==> config.mk <==
export PLATFORM = sky130hd
export DESIGN_NAME = rrx_exec
export DESIGN_NICKNAME = d
export VERILOG_FILES = /design/src/rtl/rrx_pkg.sv /design/src/rtl/rrx_decode.sv /design/src/rtl/rrx_exec.sv
export VERILOG_INCLUDE_DIRS = /design/src /design/src/rtl
export SDC_FILE = /design/constraint.sdc
export NUM_CORES = 1
export LEC_CHECK = 0
export ABC_AREA = 1
export BUFFER_PORTS_ARGS = -buffer_cell sky130_fd_sc_hd__buf_4
export CAP_MARGIN = 20
export CORE_UTILIZATION = 52
export DETAILED_ROUTE_END_ITERATION = 8
export PLACE_DENSITY_LB_ADDON = 0.05
export SLEW_MARGIN = 20
export SYNTH_ARGS = -nofsm -noshare
export SYNTH_HDL_FRONTEND = slang
export SYNTH_SLANG_ARGS = --single-unit
==> constraint.sdc <==
create_clock -name mclk_i -period 2.03 [get_ports mclk_i]
set_input_delay 0.203 -clock mclk_i [delete_from_list [all_inputs] [get_ports mclk_i]]
set_output_delay 0.203 -clock mclk_i [all_outputs]
set_load 0.1 [all_outputs]
==> src/rtl/rrx_params.svh <==
// constants for the return and rotate execution block
`ifndef RRX_PARAMS_SVH
`define RRX_PARAMS_SVH
`define RRX_OP_NOP 14'h0000
`define RRX_OP_RETURN 14'h0008
`define RRX_OP_IRQRET 14'h0009
`define RRX_LITRET_MASK 14'h3c00
`define RRX_LITRET_VAL 14'h3400
`define RRX_ROTL_MASK 14'h3f00
`define RRX_ROTL_VAL 14'h0d00
`define RRX_DEST_BIT 7
`define RRX_FADDR_MSB 6
`define RRX_LIT_MSB 7
`define RRX_DATA_MSB 7
`define RRX_CARRY_POS 8
`define RRX_C_RST 1'b0
`define RRX_GIE_RST 1'b0
`define RRX_GIE_BIT 7
`define RRX_PC_RST 13'h0000
`define RRX_PC_ONE 13'h0001
`define RRX_W_RST 8'h00
`define RRX_CTRL_RST 8'h00
`define RRX_STACK_DEPTH 8
`define RRX_SP_RST 3'h0
`define RRX_SP_ONE 3'h1
`endif

==> src/rtl/rrx_pkg.sv <==
// types for the return and rotate execution block
`default_nettype none
package rrx_pkg;
    typedef enum logic [2:0] {
        RRX_OP_NONE = 3'b000,
        RRX_OP_NOPI = 3'b001,
        RRX_OP_RFI = 3'b010,
        RRX_OP_RLW = 3'b011,
        RRX_OP_RET = 3'b100,
        RRX_OP_ROT = 3'b101
    } rrx_op_t;
    typedef enum logic [0:0] {
        RRX_ST_EXEC = 1'b0,
        RRX_ST_FLUSH = 1'b1
    } rrx_state_t;
endpackage : rrx_pkg
`default_nettype wire

==> src/rtl/rrx_decode.sv <==
// instruction word decoder for the return and rotate group
`include "rrx_params.svh"
`default_nettype none
module rrx_decode
    import rrx_pkg::*;
(
    // instruction word
    input wire logic [13:0] instr_i,
    // decoded class
    output var rrx_op_t op_o
);
    always_comb
    begin
        if (instr_i == `RRX_OP_NOP)
            op_o = RRX_OP_NOPI;
        else if (instr_i == `RRX_OP_IRQRET)
            op_o = RRX_OP_RFI;
        else if (instr_i == `RRX_OP_RETURN)
            op_o = RRX_OP_RET;
        else if ((instr_i & `RRX_LITRET_MASK) == `RRX_LITRET_VAL)
            op_o = RRX_OP_RLW;
        else if ((instr_i & `RRX_ROTL_MASK) == `RRX_ROTL_VAL)
            op_o = RRX_OP_ROT;
        else
            op_o = RRX_OP_NONE;
    end
endmodule // rrx_decode
`default_nettype wire

==> src/rtl/rrx_exec.sv <==
// execution of nop, returns and rotate-left-through-carry
// Behaviour
// - irq return pops stack into program counter
// - irq return sets global irq enable bit
// - all three returns take two cycles
// - literal return loads literal into working register
// - literal return also pops stack into counter
// - plain return pops stack, flags untouched
// - rotate file register left through carry
// - dest 0 to working, 1 to file
`include "rrx_params.svh"
`default_nettype none
module rrx_exec
    import rrx_pkg::*;
(
    // clock and reset
    input wire logic mclk_i,
    input wire logic nrst_i,
    // instruction fetch
    input wire logic [13:0] instr_i,
    output logic [12:0] program_counter_o,
    // call side of the stack
    input wire logic push_i,
    input wire logic [12:0] push_addr_i,
    // file register port
    output logic [6:0] file_addr_o,
    input wire logic [7:0] file_rdata_i,
    output logic file_we_o,
    output logic [7:0] file_wdata_o,
    // core state
    output logic [7:0] work_reg_o,
    output logic carry_o,
    output logic [7:0] irq_control_reg_o,
    output logic busy_o
);
    rrx_op_t op;
    rrx_state_t state_q;
    rrx_state_t state_d;
    logic [12:0] pc_q;
    logic [12:0] pc_d;
    logic [2:0] sp_q;
    logic [2:0] sp_d;
    logic [12:0] stack_q [`RRX_STACK_DEPTH];
    logic [12:0] stack_top;
    logic [7:0] work_q;
    logic [7:0] work_d;
    logic carry_q;
    logic carry_d;
    logic gie_q;
    logic gie_d;
    logic [8:0] rot;
    logic exec;
    logic is_irq_ret;
    logic is_lit_ret;
    logic is_sub_ret;
    logic is_pop;
    logic is_rot;
    logic rot_to_file;
    logic push_ok;

    rrx_decode u_dec
    (
        .instr_i(instr_i),
        .op_o(op)
    );

    // the second cycle of a return discards the fetched word
    assign exec = (state_q == RRX_ST_EXEC);
    assign is_irq_ret = exec && (op == RRX_OP_RFI);
    assign is_lit_ret = exec && (op == RRX_OP_RLW);
    assign is_sub_ret = exec && (op == RRX_OP_RET);
    assign is_pop = is_irq_ret || is_lit_ret || is_sub_ret;
    assign is_rot = exec && (op == RRX_OP_ROT);
    assign rot_to_file = instr_i[`RRX_DEST_BIT];
    // a pop wins over a push in one cycle; a call never pairs with a return
    assign push_ok = push_i && exec && !is_pop;
    assign stack_top = stack_q[sp_q - `RRX_SP_ONE];

    // carry enters at the bottom, the old msb leaves at the top
    assign rot = {file_rdata_i, carry_q};
    assign file_addr_o = instr_i[`RRX_FADDR_MSB:0];
    assign file_we_o = is_rot && rot_to_file;
    assign file_wdata_o = rot[`RRX_DATA_MSB:0];

    // two-cycle sequencer for the returns
    always_comb
    begin
        state_d = state_q;
        case (state_q)
            RRX_ST_EXEC:
                if (is_pop)
                    state_d = RRX_ST_FLUSH;
            RRX_ST_FLUSH:
                state_d = RRX_ST_EXEC;
            default:
                state_d = RRX_ST_EXEC;
        endcase
    end

    always_ff @(posedge mclk_i or negedge nrst_i)
    begin
        if (!nrst_i)
            state_q <= RRX_ST_EXEC;
        else
            state_q <= state_d;
    end

    // program counter; nop and unknown words just advance it
    always_comb
    begin
        pc_d = pc_q;
        if (is_pop)
            pc_d = stack_top;
        else if (exec)
            pc_d = pc_q + `RRX_PC_ONE;
    end

    always_ff @(posedge mclk_i or negedge nrst_i)
    begin
        if (!nrst_i)
            pc_q <= `RRX_PC_RST;
        else
            pc_q <= pc_d;
    end

    // circular stack: an overflow silently overwrites the oldest entry
    always_comb
    begin
        sp_d = sp_q;
        if (is_pop)
            sp_d = sp_q - `RRX_SP_ONE;
        else if (push_ok)
            sp_d = sp_q + `RRX_SP_ONE;
    end

    always_ff @(posedge mclk_i or negedge nrst_i)
    begin
        if (!nrst_i)
            sp_q <= `RRX_SP_RST;
        else
            sp_q <= sp_d;
    end

    // entries need no reset: a pop below a push is a software fault
    always_ff @(posedge mclk_i)
    begin
        if (push_ok)
            stack_q[sp_q] <= push_addr_i;
    end

    // working register
    always_comb
    begin
        work_d = work_q;
        if (is_lit_ret)
            work_d = instr_i[`RRX_LIT_MSB:0];
        else if (is_rot && !rot_to_file)
            work_d = rot[`RRX_DATA_MSB:0];
    end

    always_ff @(posedge mclk_i or negedge nrst_i)
    begin
        if (!nrst_i)
            work_q <= `RRX_W_RST;
        else
            work_q <= work_d;
    end

    // only the rotate touches carry; returns leave carry alone, irq return sets the enable bit
    always_comb
    begin
        carry_d = carry_q;
        if (is_rot)
            carry_d = rot[`RRX_CARRY_POS];
    end

    always_ff @(posedge mclk_i or negedge nrst_i)
    begin
        if (!nrst_i)
            carry_q <= `RRX_C_RST;
        else
            carry_q <= carry_d;
    end

    // enable bit only; nothing but reset clears it
    always_comb
    begin
        gie_d = gie_q;
        if (is_irq_ret)
            gie_d = 1'b1;
    end

    always_ff @(posedge mclk_i or negedge nrst_i)
    begin
        if (!nrst_i)
            gie_q <= `RRX_GIE_RST;
        else
            gie_q <= gie_d;
    end

    // core state outputs
    assign program_counter_o = pc_q;
    assign work_reg_o = work_q;
    assign carry_o = carry_q;
    assign busy_o = !exec;

    always_comb
    begin
        irq_control_reg_o = `RRX_CTRL_RST;
        irq_control_reg_o[`RRX_GIE_BIT] = gie_q;
    end
endmodule // rrx_exec
`default_nettype wire

==> results.md, run 1 <==
* Worst setup SP type: register
* First-pass GRT wire length at 23300 um
* # clock sinks at 131
* Post-Place Cells at 826
* Setup crit start: busy_o
* Worst-skew pair later-pin latency at about 0.42 ns
* Die X at between 100 and 150 um
* Unique masters post-synth at 32
* Ant diodes at 0
* Die Height at between 100 and 150 um
* Vias in the first global route at roughly 4400
* Initial DRT Pass Iterations at 5
* Routed Antenna Nets at 0
* Slowest cell on the critical path: dfrtp_4
* GRT Util Overall at 0.254
* Actual slew at the worst max-slew pin at roughly 0.56 ns
* Mapped Area at ~0.0062 mm^2
* CP Data Arrival Time at 2.01 ns
* Max Slew Vio Count at 0
* DR vias at roughly 4600
* Worst endpoint required time at roughly 2.1 ns
* Vias/cell at approximately 5.3
* GP Congestion at around 0.90
* Worst hold path type: in -> reg
* Worst path max stage delay at roughly 0.47 ns
* Max cap viols at 0
* IO Count at 85
* Dpl hpwl at between 10000 and 15000 um
* Crit-path most repeated cell: nand2_1
* Initial antenna violation count at 0
* Synth-to-Final Area Change at 20.2%
* Total chip power at approximately 11 mW
* H-tree depth at 4
* CTS buffer count at 17
* Layout cells sized above 1 at 0.211
* Non-filler instance count after layout at 859
* Total core area at 0.0115 mm^2
* Peak VDD IR at 1.49 mV
* Final hold violation count at 0
* Total grt overflow at 0
* Sequential fraction of the synthesis area at 0.617
* Most frequent cells in the layout: nand2_1 (228), edfxtp_1 (104), buf_4 (97)
* Bufs on Longest Clock Path at 2
* CP Cell Sequence: inv_2 > nand2_1 > nor2_2 > nand2_1 > nor2_1 > buf_4
* Static Leak at between 3 and 4 nW
* Pin count of the biggest net entering global routing at 56
* Crit Path Class: reg -> reg
* Synth top area cells: edfxtp_1 (51%), nand2_1 (14%), dfrtp_1 (11%), nand3_1 (7.2%), buf_4 (3.2%)
* Mean Syn Cell Area at between 9 and 10 um^2
* Area leader, netlist: edfxtp_1
* Outcome: finished, final reports clean
* Num rows at 39
* I/O Buffers at 77
* Final Cycle Share at 0.937
* Most common cell after layout, fill and taps aside: nand2_1
* Relative slew slack at 0.623
* Cells after Synth at 628
* Final setup fails at 0
* Power density over the cells at between 1500 and 2000 mW/mm^2
* R2r startpoint: busy_o
* Setup bufs post-CTS at 0
* Synth top area share at 0.508
* Final min period at approximately 1.9 ns
* Synthesized flop and latch total at roughly 130
* Worst R2R Setup Slack at 0.13 ns
* Drc violations at 0
* CTS tree: built
* Root Driver: clkbuf_16
* Starting Density at 0.537
* Resized cells post-CTS at 0
* Worst Skew at between 0.01 and 0.015 ns
* Yosys warning total at 0
* Die area at 0.0123 mm^2
* RR Endpoint: stack_q[2][3]
* Drt first-iter violations at about 390
* Fmax at 526 MHz
* Total Wirelength at around 15000 um
* Clock-pin slew on the worst setup and hold paths at ~0.06 ns
* RSZ-0062 raised after global routing: no
* Critical Path End: stack_q[2][3]
* Nets at 744
* FF-to-FF path depth at 6
* CP Capture Type: register
* Wire length per cell at 17.1 um
* Worst Path Max Fanout at 13
[where the power goes]
part	leakage, nW	internal [mW]	switching (mW)
clock network	0.274	1.81	1.15
logic	1.61	1.23	3.39
registers	1.27	3.33	0.326
[final cells by class]
type | count | area [um^2]
flip-flops and latches | 131 | 3800
repair buffers | 100 | 778
fillers | 936 | 4070
multi-input cells | 415 | 1910
clock inverters | 15 | 155
well taps | 143 | 179
clock buffers | 17 | 425
inverters | 38 | 143
[metrics by stage]
step | setup slack, ns | hold slack (ns) | setup TNS, ns | utilization | cell area, um^2
floorplan | -0.282 | -0.0926 | -23.18 | - | 6190
global placement | 0.206 | 0.150 | 0 | 0.593 | 6800
detailed placement | 0.142 | 0.152 | 0 | 0.593 | 6800
CTS | 0.131 | 0.0489 | 0 | 0.645 | 7390
global route | 0.0299 | 0.0589 | 0 | 0.645 | 7390
finish | 0.129 | 0.0507 | 0 | 0.645 | 7390
[logic make-up after synthesis]
| logic type | share of synthesized area |
|---|---|
| adders and majority gates | 0.00610 |
| and+or+nand+nor | 0.259 |
| buffers and inverters | 0.0773 |
| AOI/OAI and AO/OA | 0.0295 |
| xor gates and xnor gates | 0.00976 |
| DFF | 0.617 |
| other | 0.000609 |
[state kept, by name, summed over array words and instances, names as in the netlist]
signal and flops:
work_reg_o 8, stack_q 104, program_counter_o 13, busy_o 1
carry_o 1, sp_q 3, gie_q 1
[how the worst min path moves through the flow]
stage | from | end | slack (ns) | cells after the start
2_1_floorplan | nrst_i | carry_o | -0.09 | 0
3_3_place_gp | nrst_i | program_counter_o[12] | 0.15 | 1
3_5_place_dp | nrst_i | program_counter_o[9] | 0.15 | 1
4_1_cts | file_rdata_i[7] | carry_o | 0.05 | 3
5_1_grt | push_addr_i[8] | stack_q[2][8] | 0.06 | 1
6_report | file_rdata_i[7] | carry_o | 0.05 | 3
[timing repair]
item	CTS	global route
hold endpoints to repair	27	0
hold buffers	1	0
setup endpoints to repair	0	0
[metal layers]
layer / routed length [um] / GRT usage / vias to the layer above / part of all wire
met2: 7190 / 0.430 / 193 / 0.49
li1: - / - / 2237 / -
met4: 299 / 0.0942 / 0 / 0.020
met3: 951 / 0.0487 / 24 / 0.065
met5: 0 / 0 / - / 0
met1: 6270 / 0.325 / 2107 / 0.43
[cells in the mapped netlist]
master / number
nand3_4: 1
a21oi_1: 10
nand4_2: 1
o21bai_1: 2
nor2_2: 2
clkbuf_1: 5
nand3_2: 2
nand3_1: 89
xnor2_1: 2
o21ai_4: 1
inv_2: 5
inv_1: 33
buf_2: 14
buf_6: 4
o21a_1: 1
nor2_1: 26
xor2_1: 3
nand2_1: 228
o21ai_2: 2
nor4_4: 1
o21ai_0: 9
buf_1: 1
dfrtp_1: 27
o21ai_1: 6
edfxtp_1: 104
conb_1: 1
nand3b_1: 1
nand2_2: 1
buf_4: 26
xnor2_2: 1
nand4_1: 16
ha_1: 3
[critical path: cells and delay by family (launching register included)]
kind                   cells  cell delay, ns
flip-flops                 1            0.47
buffers and inverters      2            0.42
AND/OR/NAND/NOR            4            0.70
Note: power is estimated with default switching activity, not from simulation.
==> inputs of run 2 (changes only) <==
--- a/config.mk
+++ b/config.mk
@@ -13,2 +13,3 @@
 export DETAILED_ROUTE_END_ITERATION = 8
+export GPL_ROUTABILITY_DRIVEN = 0
 export PLACE_DENSITY_LB_ADDON = 0.05
--- a/constraint.sdc
+++ b/constraint.sdc
@@ -3,2 +3,2 @@
 set_output_delay 0.203 -clock mclk_i [all_outputs]
-set_load 0.1 [all_outputs]
+set_load 0.01 [all_outputs]
==> run 2 against run 1 <==
  * Power down 13%
  * Flip-flop and latch count unchanged
  * Hold slack lost 0.033 ns
  * Final cell count up 0.47%
  * Clock power about the same
  * Routed wire length down 1.8%
  * Utilization is the same
  * Combinational power shrank 33%
  * Sequential power is essentially flat
  * Largest power group is now sequential cells
  * Highest routed layer unchanged
==> results.md, run 2 (same netlist as run 1, synthesis figures left out) <==
* Outcome: finished, final reports clean
* CP Cell Sequence: buf_4 > nand2_1 > nor2_1 > buf_4
* Die area at 0.0123 mm^2 (unchanged)
* Wire length per cell at 16.7 um (-2.3%)
* Worst hold path type: in -> reg
* # clock sinks at 131 (unchanged)
* Slowest cell on the critical path: buf_4
* Starting Density at 0.537 (unchanged)
* Worst endpoint required time at 2.16 ns (+0.02 ns)
* Routed Antenna Nets at 0 (unchanged)
* Worst hold endpoint: carry_o
* Final hold violation count at 0 (unchanged)
* Largest register FFs at 104 (unchanged)
* I/O Buffers at 77 (unchanged)
* Total grt overflow at 0 (unchanged)
* Final Cycle Share at 0.935 (-0.00182)
* Synth-to-Final Area Change at 20.2% (unchanged)
* CTS tree: built
* Most frequent cells in the layout: nand2_1 (228), edfxtp_1 (104), buf_4 (101)
* Relative slew slack at 0.612 (-0.0114)
* FF-to-FF path depth at 4 (-2)
* Peak VDD IR at 0.728 mV (-51%)
* CP Data Arrival Time at 2.02 ns (about the same)
* Final min period at 1.90 ns (-0.00369 ns)
* H-tree depth at 4 (unchanged)
* Worst setup SP type: register
* Die X at 111 um (unchanged)
* RSZ-0062 raised after global routing: no
* Static Leak at 3.17 nW (+0.75%)
* Total Wirelength at 14400 um (-1.8%)
* Finished Cell Area at 0.00739 mm^2 (unchanged)
* Crit-path most repeated cell: buf_4
* GRT Util Overall at 0.251 (-0.00269)
* RR Endpoint: stack_q[3][5]
* Vias in the first global route at 4476 (+1.3%)
* Worst hold stages at 3 (unchanged)
* Dpl hpwl at 9420 um (-7.2%)
* Post-Place Cells at 830 (+0.48%)
* CP Capture Type: register
* Num rows at 39 (unchanged)
* Fmax at 527 MHz (+0.19%)
* Layout cells sized above 1 at 0.206 (-0.00534)
* Power share of the combinational group at 0.315 (-0.096)
* Dpl cell area at 0.00680 mm^2 (-0.13%)
* Drt first-iter violations at 361 (-8.1%)
* Final setup fails at 0 (unchanged)
* Actual slew at the worst max-slew pin at 0.582 ns (+0.0171 ns)
* Clock power frac at 0.307 (+0.044)
* R2r startpoint: sp_q[0]
* Worst path max stage delay at 0.48 ns (about the same)
* Power density over the cells at 1320 mW/mm^2 (-13%)
* Max Slew Vio Count at 0 (unchanged)
* Max cap viols at 0 (unchanged)
* Crit Path Class: reg -> reg
* Most common cell after layout, fill and taps aside: nand2_1
* Root Driver: clkbuf_16
* Worst R2R Setup Slack at 0.13 ns (about the same)
* Reg power frac at 0.378 (+0.052)
* Die Height at 111 um (unchanged)
* IO Count at 85 (unchanged)
* Slack of the critical path at 0.132 ns (+0.00369 ns)
* Worst hold start: file_rdata_i[7]
* Non-filler instance count after layout at 863 (+0.47%)
* Int Power at 6.38 mW (+0.12%)
* Clock-pin slew on the worst setup and hold paths at 0.06 ns (about the same)
* Bufs on Longest Clock Path at 2 (unchanged)
* Vias/cell at 5.39 (+1.5%)
* First-pass GRT wire length at 23400 um (+0.71%)
* Pin count of the biggest net entering global routing at 56 (unchanged)
* Total core area at 0.0115 mm^2 (unchanged)
* Drc violations at 0 (unchanged)
* Initial antenna violation count at 0 (unchanged)
* Biggest register: stack_q
* Worst-skew pair later-pin latency at 0.42 ns (about the same)
* Initial DRT Pass Iterations at 5 (unchanged)
* Nets at 748 (+0.54%)
* DR vias at 4650 (+2.0%)
* CTS buffer count at 17 (unchanged)
* Sw Pwr at 3.37 mW (-31%)
* Setup crit start: sp_q[0]
* Worst Skew at 0.00646 ns (-0.00787 ns)
* Worst Path Max Fanout at 55 (+42)
* Setup bufs post-CTS at 0 (unchanged)
* Setup WS pre-CTS at 0.0812 ns (-0.0611 ns)
* Ant diodes at 0 (unchanged)
* Sw Share at 0.346 (-0.0866)
run 2: metal layers:
layer  up-vias  track usage  wire length, um
li1       2237            -                -
met1      2184        0.330             6370
met2       208        0.401             6840
met3        21       0.0618             1030
met4         0        0.101              195
met5         -            0                0
run 2: timing repair:
item                                   in CTS  in global routing
resized for setup                           0                  5
hold buffers                                1                  0
endpoints found under the hold margin      27                  0
setup endpoints to repair                   0                 38
run 2: worst max-delay path by stage:
stage / to / slack (ns) / depth (start not counted)
2_1_floorplan: stack_q[1][0] / -0.07 / 7
3_3_place_gp: stack_q[0][7] / 0.09 / 5
3_5_place_dp: stack_q[0][7] / 0.08 / 5
4_1_cts: stack_q[0][5] / 0.06 / 5
5_1_grt: program_counter_o[10] / 0.02 / 10
6_report: stack_q[3][5] / 0.13 / 4
run 2: power by group through the flow:
stage | combinational, mW | clock, mW | sequential (mW)
2_1_floorplan | 1.98 | 0 | 3.71
3_3_place_gp | 3.01 | 0 | 3.71
3_5_place_dp | 3.04 | 0 | 3.73
4_1_cts | 3.06 | 3.03 | 3.68
5_1_grt | 3.44 | 3.14 | 3.74
6_report | 3.07 | 2.99 | 3.69
run 2: stage by stage:
step           TNS [ns]  total power, mW  hold slack (ns)  utilization
3_3_place_gp          0             6.72            0.151        0.593
5_1_grt               0             10.3          0.00881        0.645
6_report              0             9.76           0.0178        0.645
2_1_floorplan     -7.31             5.69          -0.0926            -
4_1_cts               0             9.77          0.00443        0.644
3_5_place_dp          0             6.77            0.156        0.593
run 2: worst max-delay path, delay by kind of cell (launching register included):
kind,cells,cell delay (ns)
flops,1,0.36
buf+inv,2,0.71
simple gates,2,0.50
run 2: final cells by class:
class,instances,area (um^2)
Timing Repair Buffer,104,791
Clock inverter,11,136
Sequential cell,131,3800
Tap cell,143,179
Clock buffer,21,440
Multi-Input combinational cell,415,1900
Fill cell,912,4070
Inverter,38,145
